[config.mk]
export PLATFORM = sky130hd
export DESIGN_NAME = roceb_top
export DESIGN_NICKNAME = d
export VERILOG_FILES = /design/src/hw/roceb_pkg.sv /design/src/hw/roceb_mem.sv /design/src/hw/roceb_top.sv
export VERILOG_INCLUDE_DIRS = /design/src /design/src/hw
export SDC_FILE = /design/constraint.sdc
export NUM_CORES = 1
export LEC_CHECK = 0
export BUFFER_PORTS_ARGS = -buffer_cell sky130_fd_sc_hd__buf_4
export CORE_MARGIN = 2
export CORE_UTILIZATION = 30
export DETAILED_ROUTE_END_ITERATION = 10
export PLACE_DENSITY = 0.58
export SYNTH_ARGS = -nofsm -noshare
export SYNTH_HDL_FRONTEND = slang
export SYNTH_SLANG_ARGS = --single-unit
export TNS_END_PERCENT = 50
[constraint.sdc]
create_clock -name clk -period 5.4 [get_ports clk]
set_clock_uncertainty 0.1 [all_clocks]
set_input_delay 1.08 -clock clk [delete_from_list [all_inputs] [get_ports clk]]
set_output_delay 1.08 -clock clk [all_outputs]
set_load 0.1 [all_outputs]
[src/hw/roceb_defs.svh]
/*
  Constants of the receive output clocking and elasticity buffer block.
  Assumes it is included by bare name from files that need these numbers.
*/
// What this block does
// RQ1: decoder bypass passes each raw 10-bit character unchanged to the output register.
// RQ2: configuring party keeps receive clock select at MID whenever decoder is bypassed.
// RQ3: decoder mode MID uses the primary special table, HIGH the alternate.
// RQ4: receive clock select LOW clocks output from reference, output clocks copy it.
// RQ5: receive clock select MID follows recovered clock at chosen rate, buffer bypassed.
// RQ6: configuring party never drives receive clock select HIGH.
// RQ7: serial rate select gives 195-400, 400-800 or 800-1500 MBaud ranges.
// RQ8: half-rate transmit reference is not chosen while serial rate select is LOW.
// RQ9: transmit clock select LOW captures transmit data on the reference clock.
// RQ10: clock select LOW with decoder on enables buffer, output timed by reference.
// RQ11: frequency offset absorbed only by inserting or deleting framing characters.
// RQ12: an added character is one K28.5 right after a detected framing character.
// RQ13: a dropped character is a framing character removed where it is detected.
// RQ14: active-low reset initializes every state machine and counter.
// RQ15: reset sampled on reference edge; while low, buffer pointers take nominal offset.
// RQ16: outputs become deterministic within fewer than 16 reference cycles after release.
// RQ17: framing is either comma polarity at MID, either K28.5 polarity at HIGH.
// RQ18: buffer depth and fill thresholds keep the buffer near half full.
`ifndef ROCEB_DEFS_SVH
`define ROCEB_DEFS_SVH

// register byte offsets
`define ROCEB_REG_CONFIG 4'h0
`define ROCEB_REG_STATUS 4'h4
`define ROCEB_REG_COUNT 4'h8
`define ROCEB_REG_RANGE 4'hC

// configuration reset: every select floats to MID
`define ROCEB_CFG_RESET 14'h1555

// status, count and range field positions
`define ROCEB_ST_EBACTIVE_POS 0
`define ROCEB_ST_CFGBAD_POS 1
`define ROCEB_ST_TXREF_POS 2
`define ROCEB_ST_OVERFLOW_POS 3
`define ROCEB_ST_UNDERFLOW_POS 4
`define ROCEB_ST_FILL_POS 8
`define ROCEB_CNT_DELETE_POS 16
`define ROCEB_RANGE_MAX_POS 16

// elasticity buffer sizing
`define ROCEB_EB_DEPTH 16
`define ROCEB_EB_LO_TH 6
`define ROCEB_EB_HI_TH 10

// character codes
`define ROCEB_K285_NEG 10'h0FA
`define ROCEB_K285_POS 10'h305
`define ROCEB_COMMA_NEG 7'h1F
`define ROCEB_COMMA_POS 7'h60
`define ROCEB_K285_BYTE 8'hBC

// serial rate ranges in MBaud
`define ROCEB_RANGE_LOW_MIN 16'd195
`define ROCEB_RANGE_LOW_MAX 16'd400
`define ROCEB_RANGE_MID_MAX 16'd800
`define ROCEB_RANGE_HIGH_MAX 16'd1500

`endif

[src/hw/roceb_pkg.sv]
/*
  Types of the receive output clocking and elasticity buffer block.
  Assumes no other package.
*/
package roceb_pkg;
  typedef enum logic [1:0] {TRI_LOW, TRI_MID, TRI_HIGH, TRI_RSVD} roceb_tri_e;
  typedef enum logic [2:0] {
    RXST_DATA, RXST_SPECIAL, RXST_COMMA, RXST_ERROR, RXST_RAW, RXST_FILL
  } roceb_rxst_e;
  typedef enum logic {RD_PASS, RD_INSERT} roceb_rdst_e;
  typedef struct packed {
    logic [9:0] data;
    roceb_rxst_e status;
  } roceb_rxword_s;
  typedef struct packed {
    roceb_tri_e framSel;
    roceb_tri_e txClkSel;
    roceb_tri_e tx_ref_rate_select;
    roceb_tri_e serial_rate_range_select;
    roceb_tri_e rx_recovered_rate_select;
    roceb_tri_e rxClkSel;
    roceb_tri_e decoder_mode_select;
  } roceb_cfg_s;
endpackage

[src/hw/roceb_mem.sv]
/*
  Two-port character memory of the elasticity buffer, registered read data.
  Assumes one clock and write and read addresses in range.
*/
`timescale 1ns/10ps
module roceb_mem #(
  parameter int W = 10,
  parameter int DEPTH = 16
) (
  input wire logic clk,
  input wire logic nrst,
  input wire logic wrEn,
  input wire logic [$clog2(DEPTH)-1:0] wrAddr,
  input wire logic [W-1:0] wrData,
  input wire logic rdEn,
  input wire logic [$clog2(DEPTH)-1:0] rdAddr,
  output logic [W-1:0] rdData
);
  logic [W-1:0] store [DEPTH];

  // storage has no reset; the reader primes over slots never written
  always_ff @(posedge clk) begin
    if (wrEn) begin
      store[wrAddr] <= wrData;
    end
  end

  // read data comes out of a register
  always_ff @(posedge clk) begin
    if (!nrst) begin
      rdData <= '0;
    end else if (rdEn) begin
      rdData <= store[rdAddr];
    end
  end
endmodule

[src/hw/roceb_top.sv]
/*
  Receive output path: decoder select, output clock select, elasticity buffer,
  and an AXI4-Lite slave holding configuration and status.
  Assumes clk is the reference clock and received characters arrive synchronous
  to it, one per rxCharValid pulse standing for a recovered clock edge.
*/
`timescale 1ns/10ps
`include "roceb_defs.svh"
module roceb_top
  import roceb_pkg::*;
#(
  parameter int DEPTH = `ROCEB_EB_DEPTH,
  parameter int LO_TH = `ROCEB_EB_LO_TH,
  parameter int HI_TH = `ROCEB_EB_HI_TH
) (
  input wire logic clk,
  input wire logic nrst,
  input wire logic [9:0] rxCharIn,
  input wire logic rxCharValid,
  output roceb_rxword_s rxOutWord,
  output logic rxOutValid,
  output logic rxOutClk,
  output logic rxOutClkCopy,
  output logic txRefCapture,
  input wire logic [3:0] s_axi_awaddr,
  input wire logic s_axi_awvalid,
  output logic s_axi_awready,
  input wire logic [31:0] s_axi_wdata,
  input wire logic [3:0] s_axi_wstrb,
  input wire logic s_axi_wvalid,
  output logic s_axi_wready,
  output logic [1:0] s_axi_bresp,
  output logic s_axi_bvalid,
  input wire logic s_axi_bready,
  input wire logic [3:0] s_axi_araddr,
  input wire logic s_axi_arvalid,
  output logic s_axi_arready,
  output logic [31:0] s_axi_rdata,
  output logic [1:0] s_axi_rresp,
  output logic s_axi_rvalid,
  input wire logic s_axi_rready
);
  localparam int PW = $clog2(DEPTH);
  localparam logic [PW:0] HALF = (PW+1)'(DEPTH / 2);
  localparam logic [PW:0] FULL = (PW+1)'(DEPTH);
  localparam logic [PW:0] LO = (PW+1)'(LO_TH);
  localparam logic [PW:0] HI = (PW+1)'(HI_TH);

  // 6b sub-block to {valid, 5-bit value}
  function automatic logic [5:0] dec6(input logic [5:0] s);
    case (s)
      6'h27, 6'h18: dec6 = 6'h20;
      6'h1D, 6'h22: dec6 = 6'h21;
      6'h2D, 6'h12: dec6 = 6'h22;
      6'h31: dec6 = 6'h23;
      6'h35, 6'h0A: dec6 = 6'h24;
      6'h29: dec6 = 6'h25;
      6'h19: dec6 = 6'h26;
      6'h38, 6'h07: dec6 = 6'h27;
      6'h39, 6'h06: dec6 = 6'h28;
      6'h25: dec6 = 6'h29;
      6'h15: dec6 = 6'h2A;
      6'h34: dec6 = 6'h2B;
      6'h0D: dec6 = 6'h2C;
      6'h2C: dec6 = 6'h2D;
      6'h1C: dec6 = 6'h2E;
      6'h17, 6'h28: dec6 = 6'h2F;
      6'h1B, 6'h24: dec6 = 6'h30;
      6'h23: dec6 = 6'h31;
      6'h13: dec6 = 6'h32;
      6'h32: dec6 = 6'h33;
      6'h0B: dec6 = 6'h34;
      6'h2A: dec6 = 6'h35;
      6'h1A: dec6 = 6'h36;
      6'h3A, 6'h05: dec6 = 6'h37;
      6'h33, 6'h0C: dec6 = 6'h38;
      6'h26: dec6 = 6'h39;
      6'h16: dec6 = 6'h3A;
      6'h36, 6'h09: dec6 = 6'h3B;
      6'h0E, 6'h0F, 6'h30: dec6 = 6'h3C;
      6'h2E, 6'h11: dec6 = 6'h3D;
      6'h1E, 6'h21: dec6 = 6'h3E;
      6'h2B, 6'h14: dec6 = 6'h3F;
      default: dec6 = 6'h00;
    endcase
  endfunction

  // 4b sub-block to {valid, 3-bit value}
  function automatic logic [3:0] dec4(input logic [3:0] s);
    case (s)
      4'hB, 4'h4: dec4 = 4'h8;
      4'h9: dec4 = 4'h9;
      4'h5: dec4 = 4'hA;
      4'hC, 4'h3: dec4 = 4'hB;
      4'hD, 4'h2: dec4 = 4'hC;
      4'hA: dec4 = 4'hD;
      4'h6: dec4 = 4'hE;
      4'hE, 4'h1, 4'h7, 4'h8: dec4 = 4'hF;
      default: dec4 = 4'h0;
    endcase
  endfunction

  // one character through the decoder or around it
  function automatic roceb_rxword_s decodeChar(input logic [9:0] c, input roceb_tri_e mode);
    logic [5:0] d6;
    logic [3:0] d4;
    logic isK;
    logic isK285;
    roceb_rxword_s w;
    d6 = dec6(c[9:4]);
    d4 = dec4((c[9:4] == 6'h30) ? ~c[3:0] : c[3:0]); // K28 positive flips the 4b
    isK285 = (c == `ROCEB_K285_NEG) || (c == `ROCEB_K285_POS);
    isK = (c[9:4] == 6'h0F) || (c[9:4] == 6'h30) ||
          ((c[3:0] == 4'h7 || c[3:0] == 4'h8) &&
           (d6[4:0] == 5'd23 || d6[4:0] == 5'd27 || d6[4:0] == 5'd29 || d6[4:0] == 5'd30));
    w.data = {2'h0, d4[2:0], d6[4:0]};
    if (mode == TRI_LOW) begin
      w.data = c; // RQ1
      w.status = RXST_RAW;
    end else if (!d6[5] || !d4[3]) begin
      w.status = RXST_ERROR;
    end else if (isK) begin
      // primary table tags K28.5 as comma, alternate lumps all specials
      w.status = (mode == TRI_MID && isK285) ? RXST_COMMA : RXST_SPECIAL; // RQ3
    end else begin
      w.status = RXST_DATA;
    end
    return w;
  endfunction

  // framing character match for the selected framing kind
  function automatic logic isFraming(input logic [9:0] c, input roceb_tri_e sel);
    if (sel == TRI_HIGH) begin
      return (c == `ROCEB_K285_NEG) || (c == `ROCEB_K285_POS); // RQ17
    end
    return (c[9:3] == `ROCEB_COMMA_NEG) || (c[9:3] == `ROCEB_COMMA_POS); // RQ17
  endfunction

  // low and high ends of the PLL range in MBaud
  function automatic logic [31:0] rangeOf(input roceb_tri_e sel);
    case (sel)
      TRI_LOW: rangeOf = {`ROCEB_RANGE_LOW_MAX, `ROCEB_RANGE_LOW_MIN};
      TRI_MID: rangeOf = {`ROCEB_RANGE_MID_MAX, `ROCEB_RANGE_LOW_MAX};
      default: rangeOf = {`ROCEB_RANGE_HIGH_MAX, `ROCEB_RANGE_MID_MAX};
    endcase
  endfunction

  roceb_cfg_s cfg_reg;
  roceb_rdst_e rdState_reg;
  logic [PW:0] wrPtr_reg, rdPtr_reg, primeCnt_reg;
  logic rdValid_reg, rdPrime_reg, halfDiv_reg, overflow_reg, underflow_reg;
  logic [15:0] insertCnt_reg, deleteCnt_reg;
  logic [31:0] range_reg;
  logic [9:0] memData;
  logic [3:0] awAddr_reg, arAddr;
  logic [31:0] wData_reg;
  logic [3:0] wStrb_reg;

  // mode decode
  wire decOn = cfg_reg.decoder_mode_select != TRI_LOW;
  wire ebActive = (cfg_reg.rxClkSel == TRI_LOW) && decOn; // RQ10
  wire cfgBad = (!decOn && cfg_reg.rxClkSel != TRI_MID) || (cfg_reg.rxClkSel == TRI_HIGH) ||
                (cfg_reg.serial_rate_range_select == TRI_LOW && cfg_reg.tx_ref_rate_select == TRI_HIGH);
  wire [PW:0] fill = wrPtr_reg - rdPtr_reg;
  wire inFraming = rxCharValid && isFraming(rxCharIn, cfg_reg.framSel);
  wire dropChar = ebActive && inFraming && (fill >= HI); // RQ13 RQ18
  wire wrEn = ebActive && rxCharValid && !dropChar && (fill != FULL); // RQ5
  wire overflowNow = ebActive && rxCharValid && !dropChar && (fill == FULL);
  wire insertNow = ebActive && rdValid_reg && !rdPrime_reg &&
                   isFraming(memData, cfg_reg.framSel) && (fill < LO); // RQ12 RQ18
  wire rdEn = ebActive && !insertNow && (fill != '0); // RQ11
  wire underflowNow = ebActive && rdState_reg == RD_PASS && !rdValid_reg;
  // inserted cycle and priming both present known characters
  wire [9:0] srcChar = !ebActive ? rxCharIn :
                       (rdState_reg == RD_INSERT) ? `ROCEB_K285_NEG : memData; // RQ12
  wire srcFill = underflowNow || (rdState_reg == RD_PASS && rdPrime_reg);
  wire roceb_rxword_s decWord = decodeChar(srcChar, cfg_reg.decoder_mode_select);
  wire loadOut = ebActive || rxCharValid; // RQ4 RQ5

  roceb_mem #(.W(10), .DEPTH(DEPTH)) u_mem (
    .clk(clk),
    .nrst(nrst),
    .wrEn(wrEn),
    .wrAddr(wrPtr_reg[PW-1:0]),
    .wrData(rxCharIn),
    .rdEn(rdEn),
    .rdAddr(rdPtr_reg[PW-1:0]),
    .rdData(memData)
  );

  // buffer pointers: reset parks the writer half a buffer ahead
  always_ff @(posedge clk) begin
    if (!nrst) begin
      wrPtr_reg <= HALF; // RQ15
      rdPtr_reg <= '0; // RQ15
      primeCnt_reg <= HALF;
      rdValid_reg <= 1'b0;
      rdPrime_reg <= 1'b0;
      rdState_reg <= RD_PASS; // RQ14
    end else begin
      wrPtr_reg <= wrPtr_reg + (PW+1)'(wrEn);
      rdPtr_reg <= rdPtr_reg + (PW+1)'(rdEn);
      primeCnt_reg <= (rdEn && primeCnt_reg != '0) ? primeCnt_reg - (PW+1)'(1) : primeCnt_reg;
      rdValid_reg <= rdEn;
      rdPrime_reg <= rdEn && (primeCnt_reg != '0);
      rdState_reg <= insertNow ? RD_INSERT : RD_PASS;
    end
  end

  // output register and output clock copies
  always_ff @(posedge clk) begin
    if (!nrst) begin
      rxOutWord <= '{data: '0, status: RXST_FILL}; // RQ16
      rxOutValid <= 1'b0;
      rxOutClk <= 1'b0;
      rxOutClkCopy <= 1'b0;
      halfDiv_reg <= 1'b0;
    end else begin
      rxOutValid <= loadOut;
      if (loadOut) begin
        rxOutWord <= (ebActive && srcFill) ? '{data: '0, status: RXST_FILL} : decWord;
      end
      if (ebActive || cfg_reg.rxClkSel == TRI_LOW) begin
        rxOutClk <= ~rxOutClk; // RQ4
        rxOutClkCopy <= ~rxOutClk; // RQ4 realigns after a spell in recovered mode
      end else if (rxCharValid) begin
        // half rate divides recovered character clock by two
        halfDiv_reg <= ~halfDiv_reg;
        if (cfg_reg.rx_recovered_rate_select == TRI_LOW || halfDiv_reg) begin
          rxOutClk <= ~rxOutClk; // RQ5
        end
      end
    end
  end

  // status counters; they wrap, software takes differences
  always_ff @(posedge clk) begin
    if (!nrst) begin
      insertCnt_reg <= '0; // RQ14
      deleteCnt_reg <= '0; // RQ14
      overflow_reg <= 1'b0;
      underflow_reg <= 1'b0;
      txRefCapture <= 1'b0;
      range_reg <= '0;
    end else begin
      insertCnt_reg <= insertCnt_reg + 16'(insertNow);
      deleteCnt_reg <= deleteCnt_reg + 16'(dropChar);
      overflow_reg <= overflowNow;
      underflow_reg <= underflowNow;
      txRefCapture <= cfg_reg.txClkSel == TRI_LOW; // RQ9
      range_reg <= rangeOf(cfg_reg.serial_rate_range_select); // RQ7
    end
  end

  // register read mux
  wire [31:0] statusWord = (32'(ebActive) << `ROCEB_ST_EBACTIVE_POS) |
                           (32'(cfgBad) << `ROCEB_ST_CFGBAD_POS) |
                           (32'(txRefCapture) << `ROCEB_ST_TXREF_POS) |
                           (32'(overflow_reg) << `ROCEB_ST_OVERFLOW_POS) |
                           (32'(underflow_reg) << `ROCEB_ST_UNDERFLOW_POS) |
                           (32'(fill) << `ROCEB_ST_FILL_POS);
  wire [31:0] countWord = {deleteCnt_reg, insertCnt_reg};
  assign arAddr = s_axi_araddr;
  wire arMapped = (arAddr == `ROCEB_REG_CONFIG) || (arAddr == `ROCEB_REG_STATUS) ||
                  (arAddr == `ROCEB_REG_COUNT) || (arAddr == `ROCEB_REG_RANGE);
  wire [31:0] rdWord = (arAddr == `ROCEB_REG_CONFIG) ? {18'h0, cfg_reg} :
                       (arAddr == `ROCEB_REG_STATUS) ? statusWord :
                       (arAddr == `ROCEB_REG_COUNT) ? countWord :
                       (arAddr == `ROCEB_REG_RANGE) ? range_reg : 32'h0;
  // write side: address and data each latched once, then one response
  wire doWrite = !s_axi_awready && !s_axi_wready && !s_axi_bvalid;
  wire awMapped = (awAddr_reg == `ROCEB_REG_CONFIG) || (awAddr_reg == `ROCEB_REG_STATUS) ||
                  (awAddr_reg == `ROCEB_REG_COUNT) || (awAddr_reg == `ROCEB_REG_RANGE);
  wire [13:0] cfgMerged = {wStrb_reg[1] ? wData_reg[13:8] : cfg_reg[13:8],
                           wStrb_reg[0] ? wData_reg[7:0] : cfg_reg[7:0]};

  // write channel handling
  always_ff @(posedge clk) begin
    if (!nrst) begin
      s_axi_awready <= 1'b1;
      s_axi_wready <= 1'b1;
      s_axi_bvalid <= 1'b0;
      s_axi_bresp <= 2'h0;
      awAddr_reg <= '0;
      wData_reg <= '0;
      wStrb_reg <= '0;
      cfg_reg <= roceb_cfg_s'(`ROCEB_CFG_RESET);
    end else begin
      if (s_axi_awvalid && s_axi_awready) begin
        awAddr_reg <= s_axi_awaddr;
        s_axi_awready <= 1'b0;
      end
      if (s_axi_wvalid && s_axi_wready) begin
        wData_reg <= s_axi_wdata;
        wStrb_reg <= s_axi_wstrb;
        s_axi_wready <= 1'b0;
      end
      if (doWrite) begin
        s_axi_bvalid <= 1'b1;
        s_axi_bresp <= awMapped ? 2'h0 : 2'h2;
        if (awAddr_reg == `ROCEB_REG_CONFIG) begin
          cfg_reg <= roceb_cfg_s'(cfgMerged);
        end
      end
      if (s_axi_bvalid && s_axi_bready) begin
        s_axi_bvalid <= 1'b0;
        s_axi_awready <= 1'b1;
        s_axi_wready <= 1'b1;
      end
    end
  end

  // read channel handling; data frozen at the address handshake
  always_ff @(posedge clk) begin
    if (!nrst) begin
      s_axi_arready <= 1'b1;
      s_axi_rvalid <= 1'b0;
      s_axi_rdata <= '0;
      s_axi_rresp <= 2'h0;
    end else if (s_axi_arvalid && s_axi_arready) begin
      s_axi_arready <= 1'b0;
      s_axi_rvalid <= 1'b1;
      s_axi_rdata <= rdWord;
      s_axi_rresp <= arMapped ? 2'h0 : 2'h2;
    end else if (s_axi_rvalid && s_axi_rready) begin
      s_axi_rvalid <= 1'b0;
      s_axi_arready <= 1'b1;
    end
  end

  AST_BYPASS_RAW: assert property (@(posedge clk) disable iff (!nrst) // RQ1
    (!decOn && rxCharValid) ##1 !decOn |-> rxOutWord.data == $past(rxCharIn)
    && rxOutWord.status == RXST_RAW)
    else $error("bypassed character not passed raw");
  AST_PRIMARY_TABLE: assert property (@(posedge clk) disable iff (!nrst) // RQ3
    (!ebActive && rxCharValid && cfg_reg.decoder_mode_select == TRI_MID &&
     (rxCharIn == `ROCEB_K285_POS || rxCharIn == `ROCEB_K285_NEG))
    |=> rxOutWord.status == RXST_COMMA || $past(cfg_reg) != cfg_reg)
    else $error("primary table did not mark K28.5 as comma");
  AST_ALT_TABLE: assert property (@(posedge clk) disable iff (!nrst) // RQ3
    (!ebActive && rxCharValid && cfg_reg.decoder_mode_select == TRI_HIGH &&
     (rxCharIn == `ROCEB_K285_POS || rxCharIn == `ROCEB_K285_NEG))
    |=> rxOutWord.status == RXST_SPECIAL || $past(cfg_reg) != cfg_reg)
    else $error("alternate table did not mark K28.5 as special");
  AST_REF_CLOCK: assert property (@(posedge clk) disable iff (!nrst) // RQ4
    ebActive ##1 ebActive |-> rxOutClk != $past(rxOutClk) && rxOutClkCopy == rxOutClk)
    else $error("output clock does not follow reference");
  AST_EB_BYPASS: assert property (@(posedge clk) disable iff (!nrst) // RQ5
    !ebActive ##1 !ebActive |-> $stable(wrPtr_reg) && !rdValid_reg)
    else $error("buffer moved while bypassed");
  AST_RANGE: assert property (@(posedge clk) disable iff (!nrst) // RQ7
    cfg_reg.serial_rate_range_select == TRI_HIGH ##1 cfg_reg.serial_rate_range_select == TRI_HIGH |->
    range_reg == {16'd1500, 16'd800})
    else $error("high range not 800 to 1500");
  AST_TX_CAPTURE: assert property (@(posedge clk) disable iff (!nrst) // RQ9
    ##1 txRefCapture == ($past(cfg_reg.txClkSel) == TRI_LOW))
    else $error("transmit capture select wrong");
  AST_EB_LOAD: assert property (@(posedge clk) disable iff (!nrst) // RQ10
    ebActive |=> rxOutValid)
    else $error("output not loaded every reference cycle");
  AST_INSERT: assert property (@(posedge clk) disable iff (!nrst) // RQ12
    insertNow ##1 ebActive |=> rxOutWord.data == {2'h0, `ROCEB_K285_BYTE})
    else $error("inserted character is not K28.5");
  AST_DELETE: assert property (@(posedge clk) disable iff (!nrst) // RQ13
    dropChar |=> wrPtr_reg == $past(wrPtr_reg) && deleteCnt_reg == $past(deleteCnt_reg) + 16'h1)
    else $error("framing character not dropped");
  AST_RESET_PTR: assert property (@(posedge clk) // RQ15
    !nrst |=> wrPtr_reg == HALF && rdPtr_reg == '0 && !rxOutValid)
    else $error("reset did not set nominal offset");
  AST_FILL_BOUND: assert property (@(posedge clk) disable iff (!nrst) // RQ11
    fill <= FULL)
    else $error("buffer fill out of bounds");
endmodule

==> results of run 1 <==
## routing by layer
metal	wire length [µm]	up-vias	global-route usage, %
met3	1939	42	2.563
met1	17080	5063	19.78
met4	592	0	3.332
met2	17500	265	23.82
met5	0	-	0
li1	-	4873	-
## cells in the final DEF, fill, tap and decap left out, drive strengths merged, types with 5 or more instances in the layout
cell type  instances
dfxtp            160
clkinv             7
a2111oi            5
nor2b             45
edfxtp           160
o211a             15
or3               10
nor2              59
a31oi              9
mux2               8
or2                7
buf              129
clkbuf            49
nand3             40
o21a               6
mux2i             37
nor3b              7
nand4              9
a311oi             5
xnor2             27
nand2b            12
o21ai             40
nand2            113
ha                22
nor4               7
a221oi             6
inv               33
o211ai            15
and3               9
a22oi             24
mux4              50
nor3              26
a21boi            42
xor2              13
and2              52
o31ai              5
a21oi             40
a211oi            11
## stage by stage
stage               instances  power (W)
CTS                      2037   0.005564
floorplan                1262   0.002980
finish                   2037   0.005498
detailed placement       1975   0.003120
global route             2037   0.005697
global placement         1975   0.003116
## path summary, 6_finish.rpt
path                           start                          end  slack (ns)  cells past startpoint
min           rdValid_reg$_SDFF_PN0_     underflow_reg$_SDFF_PN0_        0.32                      1
max          rdPtr_reg[2]$_SDFF_PN0_  u_mem.store[2][5]$_DFFE_PP_        1.37                     10
max reg2reg  rdPtr_reg[2]$_SDFF_PN0_  u_mem.store[2][5]$_DFFE_PP_        1.37                     10
min reg2reg   rdValid_reg$_SDFF_PN0_     underflow_reg$_SDFF_PN0_        0.32                      1
## cell type report
type	instances	share of cell area, %
multi-input combinational	832	36.23
clock inverter	13	0.9001
timing repair buffer	129	5.574
clock buffer	49	5.768
sequential	320	46.10
tap	664	4.781
inverter	30	0.6481
## cell families (layout without fill, tap and decap cells)
| logic type | count (synthesis) | after routing | synth area share (%) |
|---|---|---|---|
| AO/OA/AOI/OAI | 260 | 260 | 12.88 |
| XOR/XNOR | 40 | 40 | 2.368 |
| adder cells (fa/ha/maj) | 23 | 23 | 1.996 |
| buffers and inverters | 110 | 221 | 3.384 |
| flip-flops | 320 | 320 | 54.14 |
| multiplexers | 95 | 95 | 10.75 |
| other | 1 | 2 | 0.02535 |
| AND/OR/NAND/NOR | 412 | 412 | 14.46 |
## power breakdown
part,switching [W],internal [W]
clock network,0.000980,0.00145
registers,0.0000210,0.00258
logic,0.000333,0.000134
==> flow_summary_export.csv, run 1 <==
group,metric,value,unit
outcome,status,"complete, no violations",
critical_path,start_kind,"flip-flop",
layout,nNetsFinal,1434,
layout,regArea,0.008010,mm²
global_routing,grt_pass1_wl,57410,µm
logic_synthesis,netlist-cell-type-count,85,
layout,antenna_cells,0,
clock_tree,post_cts_buffers,0,
clock_tree,path_clk_slew,0.06,ns
logic_synthesis,synth_top_area_cell,"edfxtp_1",
clock_tree,tritoncts,"yes",
logic_synthesis,synthTopCellsByCount,"dfxtp_1 (160), edfxtp_1 (160), nand2_1 (112)",
logic_synthesis,syn_avg_cell_area,11.73,µm²
clock_tree,clock_latency,0.53,ns
critical_path,crit_required,5.51,ns
layout,final_util,35.57,%
global_routing,grt_max_degree,110,
logic_synthesis,yosysTopAreaCellShare,32.48,%
layout,syn_to_final_growth,17.47,%
placed_design,gp_congestion,0.8790,
floorplan,io_pins,120,
timing,slew_viol_final,0,
clock_tree,clockBufferDepth,3,
placed_design,hpwl,24610,µm
logic_synthesis,netlist_instances,1261,
critical_path,critPathBufInv,2,
critical_path,path_cells,"inv_1 -> ha_1 -> a21o_1 -> a21oi_1 -> xor2_1 -> o21ai_0 -> a211oi_2 -> nand3_1 -> nor3_1 -> buf_4",
drt,drc,0,
job,maxCapViolCount,0,
drt,drtPass1Iterations,6,
layout,drive_gt1_share,19.08,%
global_routing,gr-total-overflow,0,
logic_synthesis,netlist_area,0.01479,mm²
timing,finalCritPeriodShare,74.57,%
floorplan,start_util,30.28,%
pwr,p_per_area,316.4,mW/mm²
timing,hold_violations,0,
critical_path,critPathArrivalTime,4.14,ns
layout,max_flop_register,"u_mem.store",
timing,relSlewSlack,27.23,%
critical_path,cp-end-kind,"flip-flop",
clock_tree,cts_made_buffers,36,
floorplan,fp.dieW,226.1,µm
logic_synthesis,ys_ff_latch,320,
drt,vias_per_cell,5.028,
floorplan,dieArea,0.05110,mm²
timing,setup_slack,1.373,ns
worst_hold_path,hold_class,"reg2reg",
timing,worst_pin_slew,1.083,ns
timing,finalCriticalPeriod,4.027,ns
logic_synthesis,yosys-top-cells-area,"edfxtp_1 (32%), dfxtp_1 (22%), mux4_2 (7.6%)",
critical_path,cpPeakStageDelay,0.52,ns
drt,drtIter0Drc,909,
clock_tree,post_cts_resized,0,
floorplan,rows,81,
placed_design,place_ws,1.339,ns
placed_design,dpl_cell_area,0.01622,mm²
clock_tree,cts.sinks,320,
timing,finalSetupTns,0,ns
logic_synthesis,ys_async_sr_fraction,0,%
global_routing,grt_pass1_vias,9945,
critical_path,cp_max_fo,11,
clock_tree,cts_hold_buf,0,
drt,ant_nets,0,
layout,multi_input_area,0.006295,mm²
drt,wire_per_inst,18.22,µm
clock_tree,clockRootBuffer,"clkbuf_16",
floorplan,die_h,226.1,µm
critical_path,slowest_stage,"inv_1",
critical_path,criticalPathCategory,"reg2reg",
pwr,p_leak,6.187,nW
layout,final_area,0.01738,mm²
drt,wl,37110,µm
layout,nFillCells,4818,
placed_design,numPortBuffers,97,
clock_tree,htreeDepth,2,
timing,setup_violations,0,
global_routing,antenna_found_initial,0,
critical_path,cp_top_family,"compound AO/OA/AOI/OAI gates",
pwr,vdd_drop_max,0.2015,mV
layout,reg_top3,"u_mem.store x160, s_axi_rdata x32",
floorplan,fp.coreArea,0.04885,mm²
global_routing,grt_util_all_layers,14.46,%
logic_synthesis,yosysWarnings,0,
logic_synthesis,synthFlopType,"edfxtp_1",
logic_synthesis,synth_edf_count,160,
timing,fin_hold_ws,0.3232,ns
timing,rsz0062_at_grt,"no",
layout,largest_register_ffs,160,
logic_synthesis,ys_seq_area_share,54.14,%
drt,num_vias,10240,
timing,fmax,248.3,MHz
Power figures use the tool's default switching activity.
==> run 2, diff against run 1 <==
Clock period 5.4 ns to 3.9 ns, I/O delays scaled along.
==> flow_summary_export.csv, run 2 (synthesis results as in run 1) <==
group,metric,value,unit
timing,setup_violations,0,
placed_design,place_ws,0.3223,ns
drt,num_vias,10330,
pwr,switching_share,24.09,%
drt,ant_nets,0,
floorplan,fp.coreArea,0.04885,mm²
drt,top_layer,"met4",
critical_path,path_cells,"ha_1 -> o21a_1 -> o21ai_0 -> nand2_1 -> o21ai_0 -> and3b_1 -> ha_1 -> ha_1 -> nand2_1 -> or3_1 -> a21boi_0",
worst_hold_path,hold_depth,1,
drt,met1Wirelength,16960,µm
pwr,p_sw,0.001837,W
pwr,clkPwrFrac,44.2,%
critical_path,cp_max_fo,11,
clock_tree,clockRootBuffer,"clkbuf_16",
critical_path,cpPeakStageDelay,0.60,ns
pwr,p_per_area,434.7,mW/mm²
layout,reg_top3,"u_mem.store x160, s_axi_rdata x32",
global_routing,grt_util_all_layers,14.85,%
clock_tree,htreeDepth,2,
global_routing,grt_pass1_wl,58880,µm
placed_design,dpl_cell_area,0.01637,mm²
floorplan,rows,81,
layout,nFillCells,4841,
pwr,seqPwrFrac,47.2,%
clock_tree,post_cts_buffers,0,
layout,final_area,0.01755,mm²
clock_tree,cts.sinks,320,
critical_path,cp-end-kind,"flip-flop",
critical_path,cp_top_family,"simple AND/OR/NAND/NOR gates",
critical_path,ff2ff_path_depth,11,
timing,finalSetupTns,0,ns
clock_tree,tritoncts,"yes",
layout,largest_register_ffs,160,
critical_path,crit_top_cell,"ha_1",
drt,vias_per_cell,5.023,
critical_path,criticalPathCategory,"reg2reg",
pwr,p_leak,6.285,nW
timing,worst_pin_slew,0.9866,ns
floorplan,fp.dieW,226.1,µm
global_routing,grt_pass1_vias,10350,
outcome,status,"complete, no violations",
pwr,intPower,0.005789,W
critical_path,rrSetupSlack,0.37,ns
drt,met2_length,17590,µm
pwr,comb_power_share,8.6,%
floorplan,start_util,30.28,%
placed_design,gp_congestion,0.8297,
layout,final_common_cell,"edfxtp_1",
pwr,vdd_drop_max,0.3852,mV
drt,wl,37590,µm
timing,relSlewSlack,34.22,%
drt,drc,0,
layout,drive_gt1_share,20.46,%
timing,slew_viol_final,0,
layout,regArea,0.008010,mm²
floorplan,dieArea,0.05110,mm²
global_routing,gr-total-overflow,0,
clock_tree,clock_latency,0.55,ns
drt,wire_per_inst,18.27,µm
critical_path,slowest_stage,"dfxtp_1",
layout,final_util,35.92,%
global_routing,grt_max_degree,104,
timing,rsz0062_at_grt,"no",
clock_tree,clockBufferDepth,3,
timing,setup_slack,0.3666,ns
floorplan,io_pins,120,
layout,final_cell_mix,"edfxtp_1 (160), dfxtp_1 (158), buf_4 (145)",
timing,finalCritPeriodShare,90.60,%
drt,drtIter0Drc,914,
critical_path,start_kind,"flip-flop",
timing,finalCriticalPeriod,3.533,ns
drt,drtPass1Iterations,6,
critical_path,critPathArrivalTime,3.89,ns
timing,fmax,283.0,MHz
critical_path,critPathBufInv,0,
layout,syn_to_final_growth,18.62,%
worst_hold_path,hold_class,"reg2reg",
timing,fin_hold_ws,0.3103,ns
clock_tree,path_clk_slew,0.06,ns
critical_path,cp_num_cells,11,
layout,max_flop_register,"u_mem.store",
layout,nNetsFinal,1451,
layout,multi_input_area,0.006312,mm²
clock_tree,cts_made_buffers,36,
placed_design,hpwl,25670,µm
timing,hold_violations,0,
layout,antenna_cells,0,
critical_path,crit_required,4.26,ns
job,maxCapViolCount,0,
placed_design,numPortBuffers,97,
global_routing,antenna_found_initial,0,
floorplan,die_h,226.1,µm
drt,wl_met3,2014,µm
## run 2: power groups by stage
stage	combinational, W	clock (W)	sequential (W)
floorplan	0.000268	0	0.00386
global placement	0.000650	0	0.00367
finish	0.000653	0.00337	0.00360
global route	0.000701	0.00361	0.00360
detailed placement	0.000653	0	0.00367
CTS	0.000655	0.00348	0.00360
## run 2: worst register-to-register path, cell delays in order, from the launching register on
cell and delay [ns]:
dfxtp_1 0.60, ha_1 0.37, o21a_1 0.14, o21ai_0 0.25, nand2_1 0.25, o21ai_0 0.31, and3b_1 0.27, ha_1 0.20
ha_1 0.29, nand2_1 0.13, or3_1 0.36, a21boi_0 0.17
## run 2: worst paths after layout
check | startpoint | to
worst max-delay path | wrPtr_reg[2]$_SDFF_PN0_ | deleteCnt_reg[14]$_SDFF_PN0_
worst min-delay path | rdValid_reg$_SDFF_PN0_ | underflow_reg$_SDFF_PN0_
worst max register to register | wrPtr_reg[2]$_SDFF_PN0_ | deleteCnt_reg[14]$_SDFF_PN0_
worst min register to register | rdValid_reg$_SDFF_PN0_ | underflow_reg$_SDFF_PN0_
## run 2: cell type report
class                      instances  area share, %
sequential                       320          45.65
multi-input combinational        832          35.98
clock inverter                    13         0.8486
inverter                          30         0.6418
clock buffer                      52          5.826
timing repair buffer             146          6.318
tap                              664          4.735
## run 2: through the flow
step / instances / total power, W
floorplan: 1262 / 0.004126
global placement: 1992 / 0.004321
detailed placement: 1992 / 0.004325
CTS: 2057 / 0.007732
global route: 2057 / 0.007916
finish: 2057 / 0.007626
## run 2: repair_timing
| action | 4_1_cts | 5_1_grt |
|---|---|---|
| resized for setup | 0 | 1 |
| endpoints found under the setup margin | 0 | 45 |
| hold buffers | 0 | 0 |
## run 2: layer usage
metal,up-vias,GRT usage (%)
met5,-,0
met4,0,5.454
met3,71,2.394
met2,286,24.47
met1,5073,19.68
li1,4903,-
